**config.mk**
```make
export PLATFORM = sky130hd
export DESIGN_NAME = adcc_top
export DESIGN_NICKNAME = d
export VERILOG_FILES = /design/src/hw/adcc_pkg.sv /design/src/hw/adcc_clkdiv.sv /design/src/hw/adcc_top.sv
export VERILOG_INCLUDE_DIRS = /design/src /design/src/hw
export SDC_FILE = /design/constraint.sdc
export NUM_CORES = 1
export LEC_CHECK = 0
export BUFFER_PORTS_ARGS = -buffer_cell sky130_fd_sc_hd__clkbuf_2
export CORE_UTILIZATION = 45
export DETAILED_ROUTE_END_ITERATION = 10
export PLACE_DENSITY = 0.8
export SYNTH_ARGS = -nofsm -noshare
export SYNTH_HDL_FRONTEND = slang
export SYNTH_SLANG_ARGS = --single-unit
```
**constraint.sdc**
```tcl
create_clock -name pclk -period 2.2 [get_ports pclk]
set_input_delay 0.11 -clock pclk [delete_from_list [all_inputs] [get_ports pclk]]
set_output_delay 0.11 -clock pclk [all_outputs]
set_load 0.1 [all_outputs]
```
**src/hw/adcc_cfg.svh**
```systemverilog
// Offsets, field positions, reset values and timing counts of the converter
// Overview of operation
// - Six-bit input select in control 0 bits 7-2; gap codes reserved
// - Top select codes pick fixed ref 2, fixed ref 1, DAC, temp, ground
// - Status bit written as one together with enable bit starts a conversion; reads one until done
// - Hardware clears the status bit when the conversion finishes
// - Enable bit 0 powers the converter; clear means off, no current
// - Format one: right justify, high register bits 7-2 forced zero
// - Format zero: left justify, low register lower six bits forced zero
// - Clock field: system clock /2,/8,/32,/4,/16,/64 or RC oscillator
// - Reference field: 00 supply, 10 external pin, 11 fixed; 01 reserved
// - Trigger register: 4-bit source in bits 3-0; upper bits read zero
// - Every trigger source counts only on a rising edge, never a level
// - Left format: high holds result 9-2, low bits 7-6 hold result 1-0
// - Right format: high register bits 1-0 hold result bits 9-8
// - Control fields reset to zero; result registers keep contents
// - Right format: low register holds result bits 7-0
// - Rising edge of selected trigger sets the status bit, not in sleep
// - Trigger code 0 off, 1 mapped pin, higher codes peripheral outputs
// - Sleep without RC clock aborts and powers off; enable bit kept
`ifndef ADCC_CFG_SVH
`define ADCC_CFG_SVH
`define ADCC_OFS_CTRL0     8'h00
`define ADCC_OFS_CTRL1     8'h04
`define ADCC_OFS_TRIG      8'h08
`define ADCC_OFS_RES_HI    8'h0c
`define ADCC_OFS_RES_LO    8'h10
`define ADCC_RST_CTRL0     8'h00
`define ADCC_RST_CTRL1     8'h00
`define ADCC_RST_TRIG      4'h0
`define ADCC_ON_BIT        0
`define ADCC_GO_BIT        1
`define ADCC_CHS_LSB       2
`define ADCC_FMT_BIT       7
`define ADCC_CS_LSB        4
`define ADCC_PREF_LSB      0
`define ADCC_CHS_GND       6'h3b
`define ADCC_CHS_TEMP      6'h3c
`define ADCC_CHS_DAC       6'h3d
`define ADCC_CHS_FVR1      6'h3e
`define ADCC_CHS_FVR2      6'h3f
`define ADCC_CHS_PORTA_TOP 6'h05
`define ADCC_CHS_PORTB_LO  6'h0c
`define ADCC_CHS_PORTC_TOP 6'h17
`define ADCC_TRIG_OFF      4'h0
`define ADCC_TRIG_PIN      4'h1
`define ADCC_DIV2_LIM      6'h01
`define ADCC_DIV4_LIM      6'h03
`define ADCC_DIV8_LIM      6'h07
`define ADCC_DIV16_LIM     6'h0f
`define ADCC_DIV32_LIM     6'h1f
`define ADCC_DIV64_LIM     6'h3f
`endif

```
**src/hw/adcc_pkg.sv**
```systemverilog
// Types shared by the converter control logic
package adcc_pkg;
   typedef enum logic [2:0] {
      ADCC_SRC_PIN, ADCC_SRC_FVR2, ADCC_SRC_FVR1, ADCC_SRC_DAC,
      ADCC_SRC_TEMP, ADCC_SRC_GND, ADCC_SRC_RSVD
   } adcc_src_type;
   typedef enum logic [1:0] {
      ADCC_REF_SUPPLY, ADCC_REF_PIN, ADCC_REF_FIXED, ADCC_REF_RSVD
   } adcc_ref_type;
   // Everything the analog core needs from the control logic
   typedef struct packed {
      logic         power;
      logic         start;
      logic         clk_tick;
      logic [5:0]   input_select;
      adcc_src_type source;
      adcc_ref_type reference;
   } adcc_core_req_type;
   // Completion report from the analog core
   typedef struct packed {
      logic       done;
      logic [9:0] conversion_result;
   } adcc_core_rsp_type;
endpackage : adcc_pkg

```
**src/hw/adcc_clkdiv.sv**
```systemverilog
// Conversion clock tick generator
`timescale 1ns/100ps
`include "adcc_cfg.svh"
module adcc_clkdiv
   import adcc_pkg::*;
(
   // Clock and reset
   input  wire logic       pclk,
   input  wire logic       presetn,
   // Selection and oscillator level
   input  wire logic [2:0] conversion_clock_select,
   input  wire logic       rc_level,
   // Tick towards the core and RC mode flag
   output logic            tick,
   output logic            rc_mode
);
   logic [5:0] cnt_reg;
   logic [5:0] lim;
   logic       rc_prev_reg;

   // Divider limit per code; 011 and 111 fall to the RC path
   always_comb begin
      unique case (conversion_clock_select)
         3'h0:    lim = `ADCC_DIV2_LIM;
         3'h1:    lim = `ADCC_DIV8_LIM;
         3'h2:    lim = `ADCC_DIV32_LIM;
         3'h4:    lim = `ADCC_DIV4_LIM;
         3'h5:    lim = `ADCC_DIV16_LIM;
         3'h6:    lim = `ADCC_DIV64_LIM;
         default: lim = `ADCC_DIV2_LIM;
      endcase
   end

   // Codes 011 and 111 pick the dedicated RC oscillator
   always_ff @(posedge pclk or negedge presetn) begin
      if (!presetn) begin
         rc_mode <= 1'b0;
      end else begin
         rc_mode <= (conversion_clock_select[1:0] == 2'h3);
      end
   end

   // Counter restarts at the limit; a tick each wrap
   always_ff @(posedge pclk or negedge presetn) begin
      if (!presetn) begin
         cnt_reg     <= 6'h00;
         rc_prev_reg <= 1'b0;
         tick        <= 1'b0;
      end else begin
         rc_prev_reg <= rc_level;
         if (rc_mode) begin
            cnt_reg <= 6'h00;
            tick    <= rc_level & ~rc_prev_reg;
         end else if (cnt_reg >= lim) begin
            cnt_reg <= 6'h00;
            tick    <= 1'b1;
         end else begin
            cnt_reg <= cnt_reg + 6'h01;
            tick    <= 1'b0;
         end
      end
   end
endmodule : adcc_clkdiv

```
**src/hw/adcc_top.sv**
```systemverilog
// Converter control, result registers and APB slave
`timescale 1ns/100ps
`include "adcc_cfg.svh"
module adcc_top
   import adcc_pkg::*;
(
   // APB slave
   input  wire logic        pclk,
   input  wire logic        presetn,
   input  wire logic        psel,
   input  wire logic        penable,
   input  wire logic        pwrite,
   input  wire logic [7:0]  paddr,
   input  wire logic [31:0] pwdata,
   output logic [31:0]      prdata,
   output logic             pready,
   output logic             pslverr,
   // Analog core
   output adcc_core_req_type core_req,
   input  adcc_core_rsp_type core_rsp,
   // Pins from outside the clock domain
   input  wire logic        sleep_pin,
   input  wire logic        rc_osc_pin,
   input  wire logic        trigger_pin,
   // Peripheral trigger sources, codes 2 to 15
   input  wire logic [15:2] trigger_sources,
   // Completion event
   output logic             conversion_done_evt
);
   // Control registers
   logic [5:0]  input_select_reg;
   logic        busy_reg;
   logic        converter_enable_reg;
   logic        result_format_reg;
   logic [2:0]  conversion_clock_select_reg;
   logic [1:0]  positive_reference_select_reg;
   logic [3:0]  trigger_source_select_reg;
   logic [7:0]  result_high_reg;
   logic [7:0]  result_low_reg;
   // Core request flops
   logic        power_reg;
   logic        start_reg;
   adcc_src_type source_reg;
   adcc_ref_type reference_reg;
   // Pin filtering: three stages, agreed level
   logic [2:0]  sync1_reg;
   logic [2:0]  sync2_reg;
   logic [2:0]  sync3_reg;
   logic [2:0]  pin_level_reg;
   logic        sleep_lvl;
   logic        rc_lvl;
   logic        trig_pin_lvl;
   // Trigger edge detection
   logic [15:0] trig_vec;
   logic        trig_cur;
   logic        trig_prev_reg;
   logic        trig_edge;
   // Bus decode
   logic        setup_ph;
   logic        wr_en;
   logic        mapped;
   logic [7:0]  rd_byte;
   logic        wr_ctrl0;
   logic        wr_ctrl1;
   logic        wr_trig;
   logic        wr_hi;
   logic        wr_lo;
   // Conversion control
   logic        clk_tick;
   logic        rc_mode;
   logic        sleep_abort;
   logic        set_sw;
   logic        set_trig;
   logic        set_any;
   logic        load;
   logic        clr_any;

   // Pins cross in with three flops; level moves when stages 2 and 3 agree
   genvar gi;
   generate
      for (gi = 0; gi < 3; gi = gi + 1) begin : g_sync
         always_ff @(posedge pclk or negedge presetn) begin
            if (!presetn) begin
               sync1_reg[gi]     <= 1'b0;
               sync2_reg[gi]     <= 1'b0;
               sync3_reg[gi]     <= 1'b0;
               pin_level_reg[gi] <= 1'b0;
            end else begin
               sync1_reg[gi] <= (gi == 0) ? sleep_pin :
                                (gi == 1) ? rc_osc_pin : trigger_pin;
               sync2_reg[gi] <= sync1_reg[gi];
               sync3_reg[gi] <= sync2_reg[gi];
               if (sync2_reg[gi] == sync3_reg[gi]) begin
                  pin_level_reg[gi] <= sync3_reg[gi];
               end
            end
         end
      end
   endgenerate
   assign sleep_lvl    = pin_level_reg[0];
   assign rc_lvl       = pin_level_reg[1];
   assign trig_pin_lvl = pin_level_reg[2];

   // Conversion clock tick from divider or RC oscillator
   adcc_clkdiv u_clkdiv (
      .pclk                    (pclk),
      .presetn                 (presetn),
      .conversion_clock_select (conversion_clock_select_reg),
      .rc_level                (rc_lvl),
      .tick                    (clk_tick),
      .rc_mode                 (rc_mode)
   );

   // APB decode; one access phase cycle, no wait states
   assign setup_ph = psel & ~penable;
   assign wr_en    = psel & penable & pready & pwrite & ~pslverr;
   assign wr_ctrl0 = wr_en & (paddr == `ADCC_OFS_CTRL0);
   assign wr_ctrl1 = wr_en & (paddr == `ADCC_OFS_CTRL1);
   assign wr_trig  = wr_en & (paddr == `ADCC_OFS_TRIG);
   assign wr_hi    = wr_en & (paddr == `ADCC_OFS_RES_HI);
   assign wr_lo    = wr_en & (paddr == `ADCC_OFS_RES_LO);

   // Read mux; unimplemented bits return zero
   always_comb begin
      mapped  = 1'b1;
      rd_byte = 8'h00;
      unique case (paddr)
         `ADCC_OFS_CTRL0:
            rd_byte = {input_select_reg, busy_reg, converter_enable_reg};
         `ADCC_OFS_CTRL1:
            rd_byte = {result_format_reg, conversion_clock_select_reg,
                       2'h0, positive_reference_select_reg};
         `ADCC_OFS_TRIG:
            rd_byte = {4'h0, trigger_source_select_reg};
         `ADCC_OFS_RES_HI: rd_byte = result_high_reg;
         `ADCC_OFS_RES_LO: rd_byte = result_low_reg;
         default:          mapped  = 1'b0;
      endcase
   end

   // Answer registered in setup, so pready rises with the access phase
   always_ff @(posedge pclk or negedge presetn) begin
      if (!presetn) begin
         prdata  <= 32'h0000_0000;
         pready  <= 1'b0;
         pslverr <= 1'b0;
      end else begin
         pready  <= setup_ph;
         pslverr <= setup_ph & ~mapped;
         if (setup_ph) begin
            prdata <= {24'h00_0000, rd_byte};
         end
      end
   end

   // Control fields; all clear on any reset
   always_ff @(posedge pclk or negedge presetn) begin
      if (!presetn) begin
         input_select_reg              <= 6'(`ADCC_RST_CTRL0 >> 2);
         converter_enable_reg          <= 1'b0;
         result_format_reg             <= 1'b0;
         conversion_clock_select_reg   <= 3'h0;
         positive_reference_select_reg <= 2'h0;
         trigger_source_select_reg     <= `ADCC_RST_TRIG;
      end else begin
         if (wr_ctrl0) begin
            input_select_reg     <= pwdata[7:`ADCC_CHS_LSB];
            converter_enable_reg <= pwdata[`ADCC_ON_BIT];
         end
         if (wr_ctrl1) begin
            result_format_reg             <= pwdata[`ADCC_FMT_BIT];
            conversion_clock_select_reg   <= pwdata[6:`ADCC_CS_LSB];
            positive_reference_select_reg <= pwdata[1:`ADCC_PREF_LSB];
         end
         if (wr_trig) begin
            trigger_source_select_reg <= pwdata[3:0];
         end
      end
   end

   // Trigger sources; code zero has no source and never fires
   assign trig_vec = {trigger_sources, trig_pin_lvl, 1'b0};
   assign trig_cur = trig_vec[trigger_source_select_reg];

   // Only a low to high step counts; a held level starts nothing
   always_ff @(posedge pclk or negedge presetn) begin
      if (!presetn) begin
         trig_prev_reg <= 1'b0;
      end else begin
         trig_prev_reg <= trig_cur;
      end
   end
   assign trig_edge = trig_cur & ~trig_prev_reg &
                      (trigger_source_select_reg != `ADCC_TRIG_OFF);

   // Start and stop terms of the status bit
   assign sleep_abort = sleep_lvl & ~rc_mode;
   assign set_sw   = wr_ctrl0 & pwdata[`ADCC_GO_BIT] &
                     pwdata[`ADCC_ON_BIT];
   assign set_trig = trig_edge & converter_enable_reg & ~sleep_lvl;
   assign set_any  = (set_sw | set_trig) & ~sleep_abort;
   assign load     = busy_reg & core_rsp.done & ~sleep_abort;
   assign clr_any  = load | sleep_abort | ~converter_enable_reg;

   // Status bit: a start in the same cycle as a finish wins
   always_ff @(posedge pclk or negedge presetn) begin
      if (!presetn) begin
         busy_reg  <= 1'b0;
         start_reg <= 1'b0;
      end else begin
         if (set_any) begin
            busy_reg <= 1'b1;
         end else if (clr_any) begin
            busy_reg <= 1'b0;
         end
         start_reg <= set_any & (~busy_reg | clr_any);
      end
   end

   // Completion event in the cycle the status bit drops
   always_ff @(posedge pclk or negedge presetn) begin
      if (!presetn) begin
         conversion_done_evt <= 1'b0;
      end else begin
         conversion_done_evt <= load;
      end
   end

   // Results hold across resets; both halves load together
   always_ff @(posedge pclk) begin
      if (load) begin
         if (result_format_reg) begin
            result_high_reg <= {6'h00,
               core_rsp.conversion_result[9:8]};
            result_low_reg  <= core_rsp.conversion_result[7:0];
         end else begin
            result_high_reg <= core_rsp.conversion_result[9:2];
            result_low_reg  <= {core_rsp.conversion_result[1:0],
                                6'h00};
         end
      end else begin
         if (wr_hi) begin
            result_high_reg <= pwdata[7:0];
         end
         if (wr_lo) begin
            result_low_reg <= pwdata[7:0];
         end
      end
   end

   // Power follows the enable bit's next value, so a start written together
   // with the enable never reaches a core that is still off
   always_ff @(posedge pclk or negedge presetn) begin
      if (!presetn) begin
         power_reg <= 1'b0;
      end else begin
         power_reg <= (wr_ctrl0 ? pwdata[`ADCC_ON_BIT] : converter_enable_reg)
                      & ~sleep_abort;
      end
   end

   // Input source decode for the analog multiplexer
   always_ff @(posedge pclk or negedge presetn) begin
      if (!presetn) begin
         source_reg <= ADCC_SRC_PIN;
      end else begin
         if (input_select_reg == `ADCC_CHS_FVR2) begin
            source_reg <= ADCC_SRC_FVR2;
         end else if (input_select_reg == `ADCC_CHS_FVR1) begin
            source_reg <= ADCC_SRC_FVR1;
         end else if (input_select_reg == `ADCC_CHS_DAC) begin
            source_reg <= ADCC_SRC_DAC;
         end else if (input_select_reg == `ADCC_CHS_TEMP) begin
            source_reg <= ADCC_SRC_TEMP;
         end else if (input_select_reg == `ADCC_CHS_GND) begin
            source_reg <= ADCC_SRC_GND;
         end else if (input_select_reg <= `ADCC_CHS_PORTA_TOP ||
                      (input_select_reg >= `ADCC_CHS_PORTB_LO &&
                       input_select_reg <= `ADCC_CHS_PORTC_TOP)) begin
            source_reg <= ADCC_SRC_PIN;
         end else begin
            source_reg <= ADCC_SRC_RSVD;
         end
      end
   end

   // Reference decode; code 01 flagged, core keeps the supply then
   always_ff @(posedge pclk or negedge presetn) begin
      if (!presetn) begin
         reference_reg <= ADCC_REF_SUPPLY;
      end else begin
         unique case (positive_reference_select_reg)
            2'h0: reference_reg <= ADCC_REF_SUPPLY;
            2'h1: reference_reg <= ADCC_REF_RSVD;
            2'h2: reference_reg <= ADCC_REF_PIN;
            2'h3: reference_reg <= ADCC_REF_FIXED;
         endcase
      end
   end

   // Core request bundle, every field a flop
   assign core_req.power        = power_reg;
   assign core_req.start        = start_reg;
   assign core_req.clk_tick     = clk_tick;
   assign core_req.input_select = input_select_reg;
   assign core_req.source       = source_reg;
   assign core_req.reference    = reference_reg;
endmodule : adcc_top

```
==> results by stage, run 1 <==
Run status:
- The flow ran to the end, and the final reports show no timing, DRC or antenna violations.

Placement:
- The congestion estimate from routability-driven global placement came to 0.821.
- Prior to clock tree synthesis, the placed netlist has a worst setup slack of 0.177 ns.
- Summed over all nets, the half-perimeter wirelength after detailed placement is 6.01 mm.
- Buffers placed on the I/O ports in this run total 73.

Synthesis:
- During synthesis, Yosys emitted a total of 0 warnings.
- The share of the Yosys chip area taken by registers is 53.0%.
- The post-synthesis cell count is 323.
- The most used flip-flop cell after synthesis is sky130_fd_sc_hd__dfrtp_1.
- By area the synthesized netlist is led by sky130_fd_sc_hd__dfrtp_1, sky130_fd_sc_hd__edfxtp_1, sky130_fd_sc_hd__buf_4.
- The area of the mapped netlist is 3650 µm².
- The most common cell in the netlist is sky130_fd_sc_hd__dfrtp_1.
- The biggest area contributor in the post-synthesis netlist is sky130_fd_sc_hd__dfrtp_1.
- Each instance of the synthesized netlist takes up on average 11.3 µm².
- The commonest cells after synthesis are sky130_fd_sc_hd__dfrtp_1, sky130_fd_sc_hd__buf_4, sky130_fd_sc_hd__nand2_1, sky130_fd_sc_hd__o21ai_0, sky130_fd_sc_hd__a22o_1.
- The fraction of post-synthesis cell area in the top cell type by area is 39.8%.
- The fraction of synthesis flops using an asynchronous set or reset pin is 78.4%.
- The flop and latch count out of synthesis is 74.
- Synthesis instantiated 43 different standard cells from the library.
- Counting flops with a built-in enable in the synthesized netlist gives 16.

Power and ir drop:
- The sequential group share of total power is 47.2%.
- The proportion of power drawn by combinational gates is 18.7%.
- The ratio of total power to cell area is 729 nW/µm².
- Internal power comes to 2180 µW.
- The net switching share of the total power is 30.8%.
- The largest voltage drop on the vdd net is 0.478 mV.
- The leakage power summed over all cells is 0.00206 µW.
- The clock network burns 34.0% of the power.
- The switching power is 971 µW.

Floorplan:
- The number of ports placed on the die boundary is 122.
- The number of standard-cell rows in the floorplan is 32.
- The floorplan die width is 92.0 µm.
- Once the floorplan was initialized, standard cells occupied 46.9% of the core.
- The die covers 8470 µm².
- The area of the placeable core is 7770 µm².
- In this run the vertical extent of the chip is 92.0 µm.

Clocking:
- The latest clock arrival within the worst-skew pair is 0.36 ns.
- Clock-pin slew was measured on the worst setup and hold paths at 0.07 ns.
- In this run the post-CTS setup repair buffer count came out at 0.
- TritonCTS built the clock tree.
- The total clock buffers created by CTS is 9.
- In this run the number of H-tree levels came out at 3.
- The clock passes through at most 2 buffers.
- The tree built by TritonCTS fans out to 74 sinks.
- The cell at the root of the clock tree is sky130_fd_sc_hd__clkbuf_8.

Setup path:
- The data arrival time at the worst-slack endpoint is 2.23 ns.
- For the worst setup path, the data required time is 2.43 ns.
- The critical path startpoint category is a flip-flop.
- The critical path is of the reg2reg type.
- The kind of cell with the highest combined delay along the critical path is simple AND/OR/NAND/NOR gates.
- The largest single stage delay on the critical path is 0.43 ns.
- STA classifies the critical path endpoint as a flip-flop.
- Counting stages on the worst path, the most repeated cell is sky130_fd_sc_hd__a21oi_1.
- Along the worst path, the maximum fanout reaches 7.
- Counting both buffers and inverters, the worst setup path holds a total of 1.
- The cell at the slowest stage of the critical path is sky130_fd_sc_hd__dfrtp_1.
- The critical path goes through and2_1 -> or2_2 -> ha_1 -> a21oi_1 -> nor2b_1 -> o21ai_0 -> a21oi_1 -> buf_4 -> a21boi_0.

STA:
- Summed over all failing endpoints, the final setup total negative slack is 0 ns.
- The timing-limited maximum frequency is 0.498 GHz.
- The worst pin sits at a relative slew slack of 64.1%.
- Setup violations remaining at the end of the flow were counted as 0.
- The final hold violation count is 0.
- At the pin with the least slew margin, the transition time is 0.537 ns.
- Setup repair after global routing left no endpoint under its margin.
- The minimum clock period after layout is 2.01 ns.
- Dividing the final minimum period by the clock period gives 91.2%.
- The setup skew after layout is 0.00707 ns.
- The final worst-path setup slack is 0.193 ns.
- The count of final max-slew check failures is 0.

Job:
- The tool flagged a number of max-cap violations equal to 0.

Worst hold path:
- The type of the tightest min-delay check is in2reg.

Detailed routing:
- The total detailed-routing wirelength is 7.91 mm.
- The first-iteration detailed-routing DRC count is 146.
- The average detailed-routed wire length per instance is 15.4 µm.
- The length of the first detailed-routing pass in iterations is 4.
- The via count of the routed design is 2679.
- The vias per cell is 5.21.
- In the routed design, unresolved DRC markers number 0.
- The post-detailed-route count of antenna-violating nets is 0.

Cells and area:
- The post-route netlist has 32.0% of its cells at a drive strength greater than 1.
- Registers take 1930 µm².
- The layout net count is 488.
- Compared with the post-synthesis result, the final layout area differs by 18.6%.
- The antenna diode count is 0.
- Summing all multi-input logic gate instances after layout gives 1510 µm².
- The filler cell count in the final layout is 691.

Global routing:
- The fraction of met1 tracks used by global routing is 28.1%.
- In the global route stage, met2 resource usage came out at 30.7%.
- The first global-routing pass estimated 13.0 mm of wire.
- Global routing used 20.4% of the available tracks across all layers.
- The fraction of met3 tracks used by global routing is 6.47%.
- The final global-route overflow total is 0.
- The number of global-route vias before repair is 2634.
- After global routing, the most crowded layer is met2.
- Entering global routing, the biggest net connects 33 pins.
- The initial antenna violation count is 0.
==> tightest hold or removal path, stage by stage <==
cell	delay [ns]
sky130_fd_sc_hd__clkbuf_2	0.12
sky130_fd_sc_hd__nand2_1	0.05
sky130_fd_sc_hd__o21ai_0	0.07
==> final timing paths <==
path / startpoint / to / slack (ns) / cells after the start
min reg2reg: sync1_reg[1] / sync2_reg[1] / 0.36 / 0
max in group asynchronous: presetn / pready / 1.42 / 3
max: conversion_clock_select_reg[1] / u_clkdiv.tick / 0.19 / 9
min in group asynchronous: presetn / input_select_reg[4] / 0.25 / 2
min: pwdata[1] / trigger_source_select_reg[1] / 0.04 / 3
max reg2reg: conversion_clock_select_reg[1] / u_clkdiv.tick / 0.19 / 9
==> final cells by class <==
class / count / share of cell area [%]
clock buffer: 11 / 3.50
clock inverter: 5 / 1.19
inverter: 12 / 1.04
multi-input combinational: 221 / 34.9
sequential: 74 / 44.7
tap: 102 / 2.95
timing repair buffer: 89 / 11.7
==> metal layers <==
metal,vias up,part of all wire [%]
met5,-,0
met4,0,1.7
met3,12,7.1
met2,115,47
met1,1288,44
li1,1264,-
==> through the flow <==
stage | std cells | hold WS [ns] | cell area, µm² | util (%) | total power (µW)
5_1_grt | 514 | 0.0348 | 4330 | 55.7 | 3300
3_3_place_gp | 494 | 0.0895 | 4080 | 52.6 | 2090
4_1_cts | 514 | 0.0288 | 4330 | 55.7 | 3180
6_report | 514 | 0.0375 | 4330 | 55.7 | 3150
3_5_place_dp | 494 | 0.106 | 4080 | 52.6 | 2100
2_1_floorplan | 346 | -0.186 | 3750 | - | 1980
==> power groups by stage <==
| stage | Combinational [µW] | Sequential (µW) | Clock (µW) |
|---|---|---|---|
| after floorplan | 455 | 1530 | 0 |
| after global placement | 571 | 1520 | 0 |
| after detailed placement | 585 | 1520 | 0 |
| after CTS | 592 | 1490 | 1100 |
| after global routing | 633 | 1500 | 1170 |
| final | 591 | 1490 | 1070 |
==> what timing repair did <==
item,in CTS,in global routing
resized for setup,0,0
hold buffers,4,0
setup endpoints to repair,0,0
hold endpoints to repair,19,0
==> logic make-up (layout without fill, tap and decap cells) <==
kind of cell	count (synthesis)	after routing	synth area share [%]
simple gates	85	85	11.7
fa+ha+maj	11	11	3.57
xor+xnor	4	4	0.961
other cells	1	24	0.103
buf+inv	51	117	8.44
compound gates	65	65	11.8
mux	32	32	10.4
flops	74	74	53.0
==> cells in the final DEF (no fill, tap or decap), types with 6 or more instances in the layout <==
cell | synthesis | layout
sky130_fd_sc_hd__a21oi_1 | 9 | 9
sky130_fd_sc_hd__a22o_1 | 20 | 20
sky130_fd_sc_hd__buf_4 | 27 | 11
sky130_fd_sc_hd__clkbuf_2 | 0 | 73
sky130_fd_sc_hd__clkbuf_8 | 0 | 11
sky130_fd_sc_hd__conb_1 | 1 | 24
sky130_fd_sc_hd__dfrtp_1 | 58 | 56
sky130_fd_sc_hd__edfxtp_1 | 16 | 16
sky130_fd_sc_hd__ha_1 | 8 | 8
sky130_fd_sc_hd__inv_1 | 12 | 12
sky130_fd_sc_hd__mux2_2 | 14 | 14
sky130_fd_sc_hd__mux2i_1 | 14 | 14
sky130_fd_sc_hd__nand2_1 | 25 | 25
sky130_fd_sc_hd__nand3_1 | 6 | 6
sky130_fd_sc_hd__nor2_1 | 19 | 19
sky130_fd_sc_hd__nor2b_1 | 6 | 6
sky130_fd_sc_hd__o21ai_0 | 24 | 24
No activity file was read; power rests on OpenSTA's default activity.
==> inputs of run 2 (changes only) <==
Settings changed: ABC_AREA set to 1, PLACE_DENSITY 0.8 to 0.79.
==> run 2 against run 1 <==
Against the previous run:
- cell count rose by 25%
- core utilization fell by 1.5 points
- die area rose by 5.9%
- setup slack improved by 0.069 ns
- clock power fell by 15%
- sequential power fell by 3%
- critical path depth rose by 1
- global-route usage fell by 0.28 points
- count of clock-buffer cells in the layout rose by 2
- largest power group unchanged
- highest routed layer unchanged
==> results by stage, run 2 <==
Synthesis:
- The number of warnings issued by yosys was 0 (unchanged).
- The mean instance size in the synthesized netlist is 8.59 µm² (-24%).
- The sequential area share after synthesis is 50.0% (-3.0 points).
- The fraction of post-synthesis cell area in the top cell type by area is 37.5% (-2.3 points).
- The number of flops mapped to enable cells by yosys is 16 (unchanged).
- In the post-synthesis netlist, the biggest area contributors are sky130_fd_sc_hd__dfrtp_1, sky130_fd_sc_hd__edfxtp_1, sky130_fd_sc_hd__nand2_1.
- The most common cell in the netlist is sky130_fd_sc_hd__nand2_1.
- Counting instances in the post-synthesis netlist gives the leading cell types as sky130_fd_sc_hd__nand2_1, sky130_fd_sc_hd__dfrtp_1, sky130_fd_sc_hd__inv_1, sky130_fd_sc_hd__nand3_1, sky130_fd_sc_hd__nor2_1.
- The flop and latch count out of synthesis is 74 (unchanged).
- The area of the mapped netlist came to 3870 µm² (+6.1%).
- The most used flip-flop cell after synthesis is sky130_fd_sc_hd__dfrtp_1.
- The leading area contributor after synthesis is sky130_fd_sc_hd__dfrtp_1.
- The post-synthesis cell type count came to 39 (-9.3%).
- The fraction of synthesis flops using an asynchronous set or reset pin is 78.4% (unchanged).
- The post-synthesis cell count was 450 (+39%).

Clocking:
- The total clock buffers created by CTS is 9 (unchanged).
- The maximum level of the CTS H-tree is 3 (unchanged).
- The cell at the root of the clock tree is sky130_fd_sc_hd__clkbuf_8.
- The number of clock sinks is 74 (unchanged).
- The number of post-CTS setup repair buffers is 0 (unchanged).
- The quantity of hold-fixing buffers added after cts came to 4 (unchanged).
- The number of gates resized after cts was 0 (unchanged).
- The clock edge transition at the registers on the reported setup and hold paths is 0.07 ns (about the same).
- The latest clock arrival within the worst-skew pair is 0.36 ns (about the same).
- The maximum clock insertion buffer count is 2 (unchanged).
- TritonCTS built the clock tree.

Setup path:
- The largest individual stage delay along the critical path comes from the cell sky130_fd_sc_hd__dfrtp_1.
- The highest cell delay on the worst timing path came to 0.44 ns (about the same).
- The path type of the worst setup path is reg2reg.
- The required time of the critical path was 2.47 ns (+0.04 ns).
- The largest driver fanout on the critical path is 7 (unchanged).
- Walking the worst path, the cells encountered are inv_1 -> nand2_1 -> nand2_1 -> inv_1 -> ha_1 -> nand2_1 -> inv_1 -> o21ai_0 -> nand4_1 -> nor3b_1.
- The length in cells of the worst reg-to-reg path came to 10 (+1).
- The data arrival time at the worst-slack endpoint is 2.20 ns (-0.03 ns).
- The type of destination of the critical path is a flip-flop.
- The critical path startpoint category is a flip-flop.

Global routing:
- The final global-route overflow total was 0 (unchanged).
- The initial antenna violation count is 0 (unchanged).
- The wire length of the first global-routing pass is 13.5 mm (+4.2%).
- The total track usage is 20.1% (-0.28 points).
- The number of global-route vias before repair is 2923 (+11%).
- The pin count of the biggest net entering global routing is 41 (+24%).

STA:
- The setup TNS came to 0 ns (unchanged).
- The remaining max-slew budget at the tightest pin was 62.6% (-1.5 points).
- The timing-limited maximum frequency was 0.516 GHz (+3.6%).
- The final hold violation count came to 0 (unchanged).
- The count of final max-slew check failures is 0 (unchanged).
- The minimum clock period after layout came to 1.94 ns (-0.0693 ns).
- The total setup violations reported at the end of the flow came to 0 (unchanged).
- The slew at the pin closest to its max-slew limit was 0.563 ns (+0.0262 ns).
- Setup repair after global routing left no endpoint under its margin.
- The final period utilization was 88.1% (-3.1 points).
- The setup skew after layout came to 0.0145 ns (+0.00740 ns).

Floorplan:
- The initial cell density of the core is 46.8% (-0.11 points).
- The floorplan die width is 94.7 µm (+2.9%).
- The height of the chip is 94.7 µm (+2.9%).
- The die outline area is 8970 µm² (+5.9%).
- The area of the placeable core was 8260 µm² (+6.3%).
- The number of ports placed on the die boundary was 122 (unchanged).
- The number of standard-cell rows in the floorplan is 33 (+3.1%).

Detailed routing:
- The length of the first detailed-routing pass in iterations was 4 (unchanged).
- The post-detailed-route count of antenna-violating nets is 0 (unchanged).
- The highest metal layer carrying signal wires in the routed design is met4.
- The met2 wire length is 4.11 mm (+11%).
- The total met3 wirelength after detailed routing is 562 µm (+0.36%).
- The via count of the routed design is 3136 (+17%).
- The vias per cell is 4.88 (-6.3%).
- The wire length the detailed router placed on met1 is 3.67 mm (+4.6%).
- The first-iteration detailed-routing DRC count was 182 (+25%).
- The number of remaining DRC errors came to 0 (unchanged).
- The total detailed-routing wirelength is 8.48 mm (+7.2%).
- The average detailed-routed wire length per instance was 13.2 µm (-14%).

Cells and area:
- The fraction of layout instances using a drive strength above 1 was 22.5% (-9.5 points).
- The layout net count is 613 (+26%).
- The commonest non-fill, non-tap cell in the layout is sky130_fd_sc_hd__nand2_1.
- The top cell types in the final layout, fill and taps aside, are sky130_fd_sc_hd__nand2_1, sky130_fd_sc_hd__clkbuf_2, sky130_fd_sc_hd__dfrtp_1.
- The antenna diode count is 0 (unchanged).
- The layout overhead on the synthesized area is 15.6%.

Power and ir drop:
- The ratio of total power to cell area was 625 nW/µm² (-14%).
- The power after layout is 2790 µW (-11%).
- The largest voltage drop on the vdd net came to 0.326 mV (-32%).
- The leakage power summed over all cells was 0.00237 µW (+15%).

Job:
- The total of max-cap violations is 0 (unchanged).

Run status:
- The run finished with clean final reports.

Placement:
- The final RePlAce weighted congestion came to 0.893 (+8.9%).
- The total half-perimeter wirelength after legalization and detailed placement is 6.58 mm (+9.5%).
- The count of buffers inserted at the top-level ports came to 73 (unchanged).

Worst hold path:
- The type of the tightest min-delay check is in2reg.
- The number of cells on the worst hold path is 3 (unchanged).
==> run 2: cell types whose count changed after synthesis, moves of 5 or more <==
cell                       delta
sky130_fd_sc_hd__a22o_1      -20
sky130_fd_sc_hd__nor2b_1      -6
sky130_fd_sc_hd__mux2_2      -14
sky130_fd_sc_hd__nand3_1     +39
sky130_fd_sc_hd__o31ai_1      +6
sky130_fd_sc_hd__a21oi_1      -5
sky130_fd_sc_hd__nand2_1     +84
sky130_fd_sc_hd__inv_2        +7
sky130_fd_sc_hd__nor2_1      +11
sky130_fd_sc_hd__mux2i_1     -14
sky130_fd_sc_hd__buf_2        +5
sky130_fd_sc_hd__clkbuf_1     -7
sky130_fd_sc_hd__inv_1       +44
==> run 2: per-stage QoR <==
stage | worst slack, ns | utilization (%) | instance area, µm² | hold WS (ns) | std cells
after floorplan | 0.0644 | - | 3960 | -0.186 | 473
after global placement | 0.351 | 51.7 | 4270 | 0.104 | 622
after detailed placement | 0.236 | 51.7 | 4270 | 0.108 | 622
after CTS | 0.245 | 54.1 | 4470 | 0.0139 | 642
after global routing | 0.0372 | 54.1 | 4470 | 0.0581 | 642
final | 0.262 | 54.1 | 4470 | 0.0294 | 642
==> run 2: worst max-delay path, delay by kind of cell (launching register included) <==
kind	cells	cell delay, ns
and+or+nand+nor	5	0.78
buffers and inverters	3	0.20
DFF	1	0.44
AOI/OAI and AO/OA	1	0.13
adders and majority gates	1	0.29
==> run 2: metal layers <==
layer,global-route usage [%],vias up
met1,26.0,1438
li1,-,1568
met3,4.67,13
met5,0,-
met2,32.5,117
met4,8.21,0
==> run 2: logic make-up after synthesis <==
group	count (synthesis)	share of synthesized area (%)
and+or+nand+nor	210	25.1
buffers and inverters	100	12.7
DFF	74	50.0
AOI/OAI and AO/OA	51	8.12
adders and majority gates	11	3.36
xor gates and xnor gates	3	0.680
other	1	0.0970
==> run 2: layout make-up <==
| type | count | area [µm²] |
|---|---|---|
| Fill cell | 767 | 3790 |
| Clock buffer | 13 | 149 |
| Timing Repair Buffer | 84 | 470 |
| Clock inverter | 3 | 15.0 |
| Inverter | 64 | 240 |
| Multi-Input combinational cell | 299 | 1530 |
| Tap cell | 105 | 131 |
| Sequential cell | 74 | 1930 |
==> run 2: report_power, final <==
group          switching, µW  internal, µW
registers               14.9          1430
logic                    362          77.7
clock network            474           436
==> run 2: path summary, 6_finish.rpt <==
check	start	endpoint	slack [ns]
max	conversion_clock_select_reg[0]	u_clkdiv.cnt_reg[3]	0.26
min reg2reg	sync1_reg[2]	sync2_reg[2]	0.35
min	pwdata[5]	input_select_reg[3]	0.03
max reg2reg	conversion_clock_select_reg[0]	u_clkdiv.cnt_reg[3]	0.26
min in group asynchronous	presetn	conversion_done_evt	0.24
max in group asynchronous	presetn	pready	1.34
==> inputs of run 3 (changes only) <==
--- a/config.mk
+++ b/config.mk
@@ -12,2 +12,3 @@
 export DETAILED_ROUTE_END_ITERATION = 10
+export HOLD_SLACK_MARGIN = 0.03
 export PLACE_DENSITY = 0.79
--- a/constraint.sdc
+++ b/constraint.sdc
@@ -3,2 +3,2 @@
 set_output_delay 0.11 -clock pclk [all_outputs]
-set_load 0.1 [all_outputs]
+set_load 0.02 [all_outputs]
==> run 3 against run 2 <==
Against the previous run:
- critical path depth stayed put
- count of clock-buffer cells in the layout is 3 lower
- core utilization is 0.12 points higher
- sequential power hardly changed
- cell count is 0.16% lower
- register-to-register slack worse by 0.02 ns
- largest power group unchanged
- highest routed layer unchanged
==> results by stage, run 3 (same netlist as run 2, synthesis figures left out) <==
Run status:
- The flow ran to the end, and the final reports show no timing, DRC or antenna violations.

Detailed routing:
- The vias per cell was 4.97 (+1.8%).
- The number of remaining DRC errors is 0 (unchanged).
- The total detailed-routing wirelength is 8.67 mm (+2.2%).
- The via count of the routed design is 3188 (+1.7%).
- The post-detailed-route count of antenna-violating nets is 0 (unchanged).
- The length of the first detailed-routing pass in iterations is 5 (+1).
- The average detailed-routed wire length per instance came to 13.5 µm (+2.4%).
- The first-iteration detailed-routing DRC count is 210 (+15%).

Setup path:
- Traced cell by cell, the critical path runs through inv_1 -> nand2_1 -> nand2_1 -> inv_1 -> ha_1 -> nand2_1 -> inv_1 -> o21ai_0 -> nand4_1 -> nor3b_1.
- The path type of the worst setup path is reg2reg.
- The register-to-register setup slack is 0.24 ns (-0.02 ns).
- The critical path buffer and inverter count was 3 (unchanged).
- The category of cells accounting for the largest share of critical-path delay is simple AND/OR/NAND/NOR gates.
- The slowest stage of the critical path belongs to the cell sky130_fd_sc_hd__dfrtp_1.
- STA classifies the critical path endpoint as a flip-flop.
- The highest cell delay on the worst timing path is 0.44 ns (about the same).
- The length in cells of the worst reg-to-reg path came to 10 (unchanged).
- The worst reg2reg path endpoint is u_clkdiv.cnt_reg[3].
- The required time of the critical path is 2.47 ns (about the same).
- The critical path startpoint category is a flip-flop.
- The launching instance or port of the critical path is conversion_clock_select_reg[0].
- The largest driver fanout on the critical path came to 7 (unchanged).
- The data arrival time at the worst-slack endpoint is 2.23 ns (+0.03 ns).
- The worst flop-to-flop path startpoint is conversion_clock_select_reg[0].

Cells and area:
- The fraction of layout instances using a drive strength above 1 is 22.2% (-0.33 points).
- The finished layout cell area was 4480 µm² (+0.22%).
- The antenna diode count is 0 (unchanged).
- The layout overhead on the synthesized area is 15.9%.
- The area used by multi-input combinational logic is 1530 µm² (unchanged).
- The filler cell count in the final layout is 764 (-0.39%).
- Leaving out fill and tap cells, the most frequent cell in the layout is sky130_fd_sc_hd__nand2_1.
- The footprint of the flip-flops and latches was 1930 µm² (about the same).
- The top cell types in the final layout, fill and taps aside, are sky130_fd_sc_hd__nand2_1, sky130_fd_sc_hd__clkbuf_2, sky130_fd_sc_hd__dfrtp_1.
- The layout net count is 612 (-0.16%).

Worst hold path:
- The end point of the most critical hold path is input_select_reg[3].
- The number of cells on the worst hold path is 3 (unchanged).
- The min-delay analysis places its worst path in the category in2reg.
- The hold path startpoint is pwdata[5].

Clocking:
- The number of clock sinks is 74 (unchanged).
- The maximum clock insertion buffer count is 2 (unchanged).
- The latest clock arrival within the worst-skew pair came to 0.35 ns (about the same).
- The clock edge transition at the registers on the reported setup and hold paths is 0.08 ns (about the same).
- The maximum level of the CTS H-tree came to 3 (unchanged).
- The number of gates resized after cts came to 0 (unchanged).
- The number of post-CTS setup repair buffers came to 0 (unchanged).
- The CTS tree is done.
- The cell sitting at the root of the clock tree is a sky130_fd_sc_hd__clkbuf_8.
- The total clock buffers created by CTS is 9 (unchanged).

Placement:
- The final RePlAce weighted congestion is 0.890 (-0.41%).
- The placed instance area is 4240 µm² (-0.67%).
- The count of buffers inserted at the top-level ports is 73 (unchanged).
- The total half-perimeter wirelength after legalization and detailed placement is 6.58 mm (about the same).

STA:
- The final hold violation count is 0 (unchanged).
- Setup repair after global routing left no endpoint under its margin.
- The minimum clock period after layout was 1.96 ns (+0.0212 ns).
- The timing-limited maximum frequency is 0.510 GHz (-1.1%).
- The total setup violations reported at the end of the flow came to 0 (unchanged).
- The worst slack on hold paths was 0.0353 ns (+0.00590 ns).
- The count of final max-slew check failures is 0 (unchanged).
- The setup skew after layout is 0.00693 ns (-0.00755 ns).
- The final period utilization was 89.0% (+0.96 points).
- The setup TNS is 0 ns (unchanged).

Power and ir drop:
- The leakage power summed over all cells is 0.00236 µW (about the same).
- The relative contribution of the clock network to total power is 38.5% (+5.9 points).
- The ratio of total power to cell area is 608 nW/µm² (-2.6%).
- The net switching share of the total power is 25.5% (-5.0 points).
- The sequential group share of total power is 52.9% (+1.2 points).
- The power after layout is 2730 µW (-2.4%).
- The switching power was 695 µW (-18%).
- The internal power summed over all cells is 2030 µW (+4.6%).
- The proportion of power drawn by combinational gates is 8.6% (-7.1 points).
- The largest voltage drop on the vdd net was 0.290 mV (-11%).

Global routing:
- The initial antenna violation count is 0 (unchanged).
- The final global-route overflow total is 0 (unchanged).
- The total track usage is 20.4% (+0.29 points).
- The pin count of the biggest net entering global routing was 24 (-41%).
- The number of global-route vias before repair came to 2938 (+0.51%).
- The wire length of the first global-routing pass is 13.8 mm (+2.1%).

Job:
- The total of max-cap violations came to 0 (unchanged).

Floorplan:
- The number of ports placed on the die boundary is 122 (unchanged).
- The die outline area came to 8970 µm² (unchanged).
- The initial cell density of the core is 46.8% (unchanged).
- The area of the placeable core is 8260 µm² (unchanged).
- The floorplan die width is 94.7 µm (unchanged).
- The height of the chip is 94.7 µm (unchanged).
- The number of standard-cell rows in the floorplan is 33 (unchanged).
## run 3: area by class of cell
type | count | area share, %
tap | 105 | 2.93
clock inverter | 6 | 1.45
sequential | 74 | 43.1
inverter | 64 | 5.36
timing repair buffer | 83 | 10.1
clock buffer | 10 | 2.85
multi-input combinational | 299 | 34.2
## run 3: per-layer routing
metal / vias up / global-route usage, % / part of all wire (%)
li1: 1566 / - / -
met1: 1459 / 27.0 / 42
met2: 146 / 32.9 / 48
met3: 17 / 3.54 / 7.8
met4: 0 / 9.09 / 2.2
met5: - / 0 / 0
## run 3: how the worst max path moves through the flow
stage	slack, ns	cells past startpoint	endpoint
2_1_floorplan	0.44	4	result_low_reg[0]
3_3_place_gp	0.34	10	u_clkdiv.cnt_reg[3]
3_5_place_dp	0.23	10	u_clkdiv.cnt_reg[3]
4_1_cts	0.21	10	u_clkdiv.cnt_reg[3]
5_1_grt	0.01	10	u_clkdiv.cnt_reg[3]
6_report	0.24	10	u_clkdiv.cnt_reg[3]
## run 3: stage by stage
stage / setup WS [ns] / cells / utilization (%)
2_1_floorplan: 0.438 / 473 / -
3_3_place_gp: 0.341 / 620 / 51.3
3_5_place_dp: 0.229 / 620 / 51.3
4_1_cts: 0.215 / 641 / 54.3
5_1_grt: 0.0131 / 641 / 54.3
6_report: 0.241 / 641 / 54.3
## run 3: worst register-to-register path, cell delays in order (launching register included)
cell and delay, ns:
sky130_fd_sc_hd__dfrtp_1 0.44, sky130_fd_sc_hd__inv_1 0.14, sky130_fd_sc_hd__nand2_1 0.10, sky130_fd_sc_hd__nand2_1 0.10, sky130_fd_sc_hd__inv_1 0.05, sky130_fd_sc_hd__ha_1 0.28
sky130_fd_sc_hd__nand2_1 0.06, sky130_fd_sc_hd__inv_1 0.03, sky130_fd_sc_hd__o21ai_0 0.14, sky130_fd_sc_hd__nand4_1 0.28, sky130_fd_sc_hd__nor3b_1 0.25
## run 3: power groups by stage
stage | registers, µW | clock network [µW] | logic [µW]
floorplan | 1480 | 0 | 149
global placement | 1470 | 0 | 223
detailed placement | 1470 | 0 | 230
CTS | 1440 | 1060 | 238
global route | 1450 | 1120 | 263
finish | 1440 | 1050 | 235
## run 3: repair_timing
action | 4_1_cts | 5_1_grt
hold buffers | 5 | 0
endpoints found under the hold margin | 21 | 0
endpoints found under the setup margin | 0 | 1
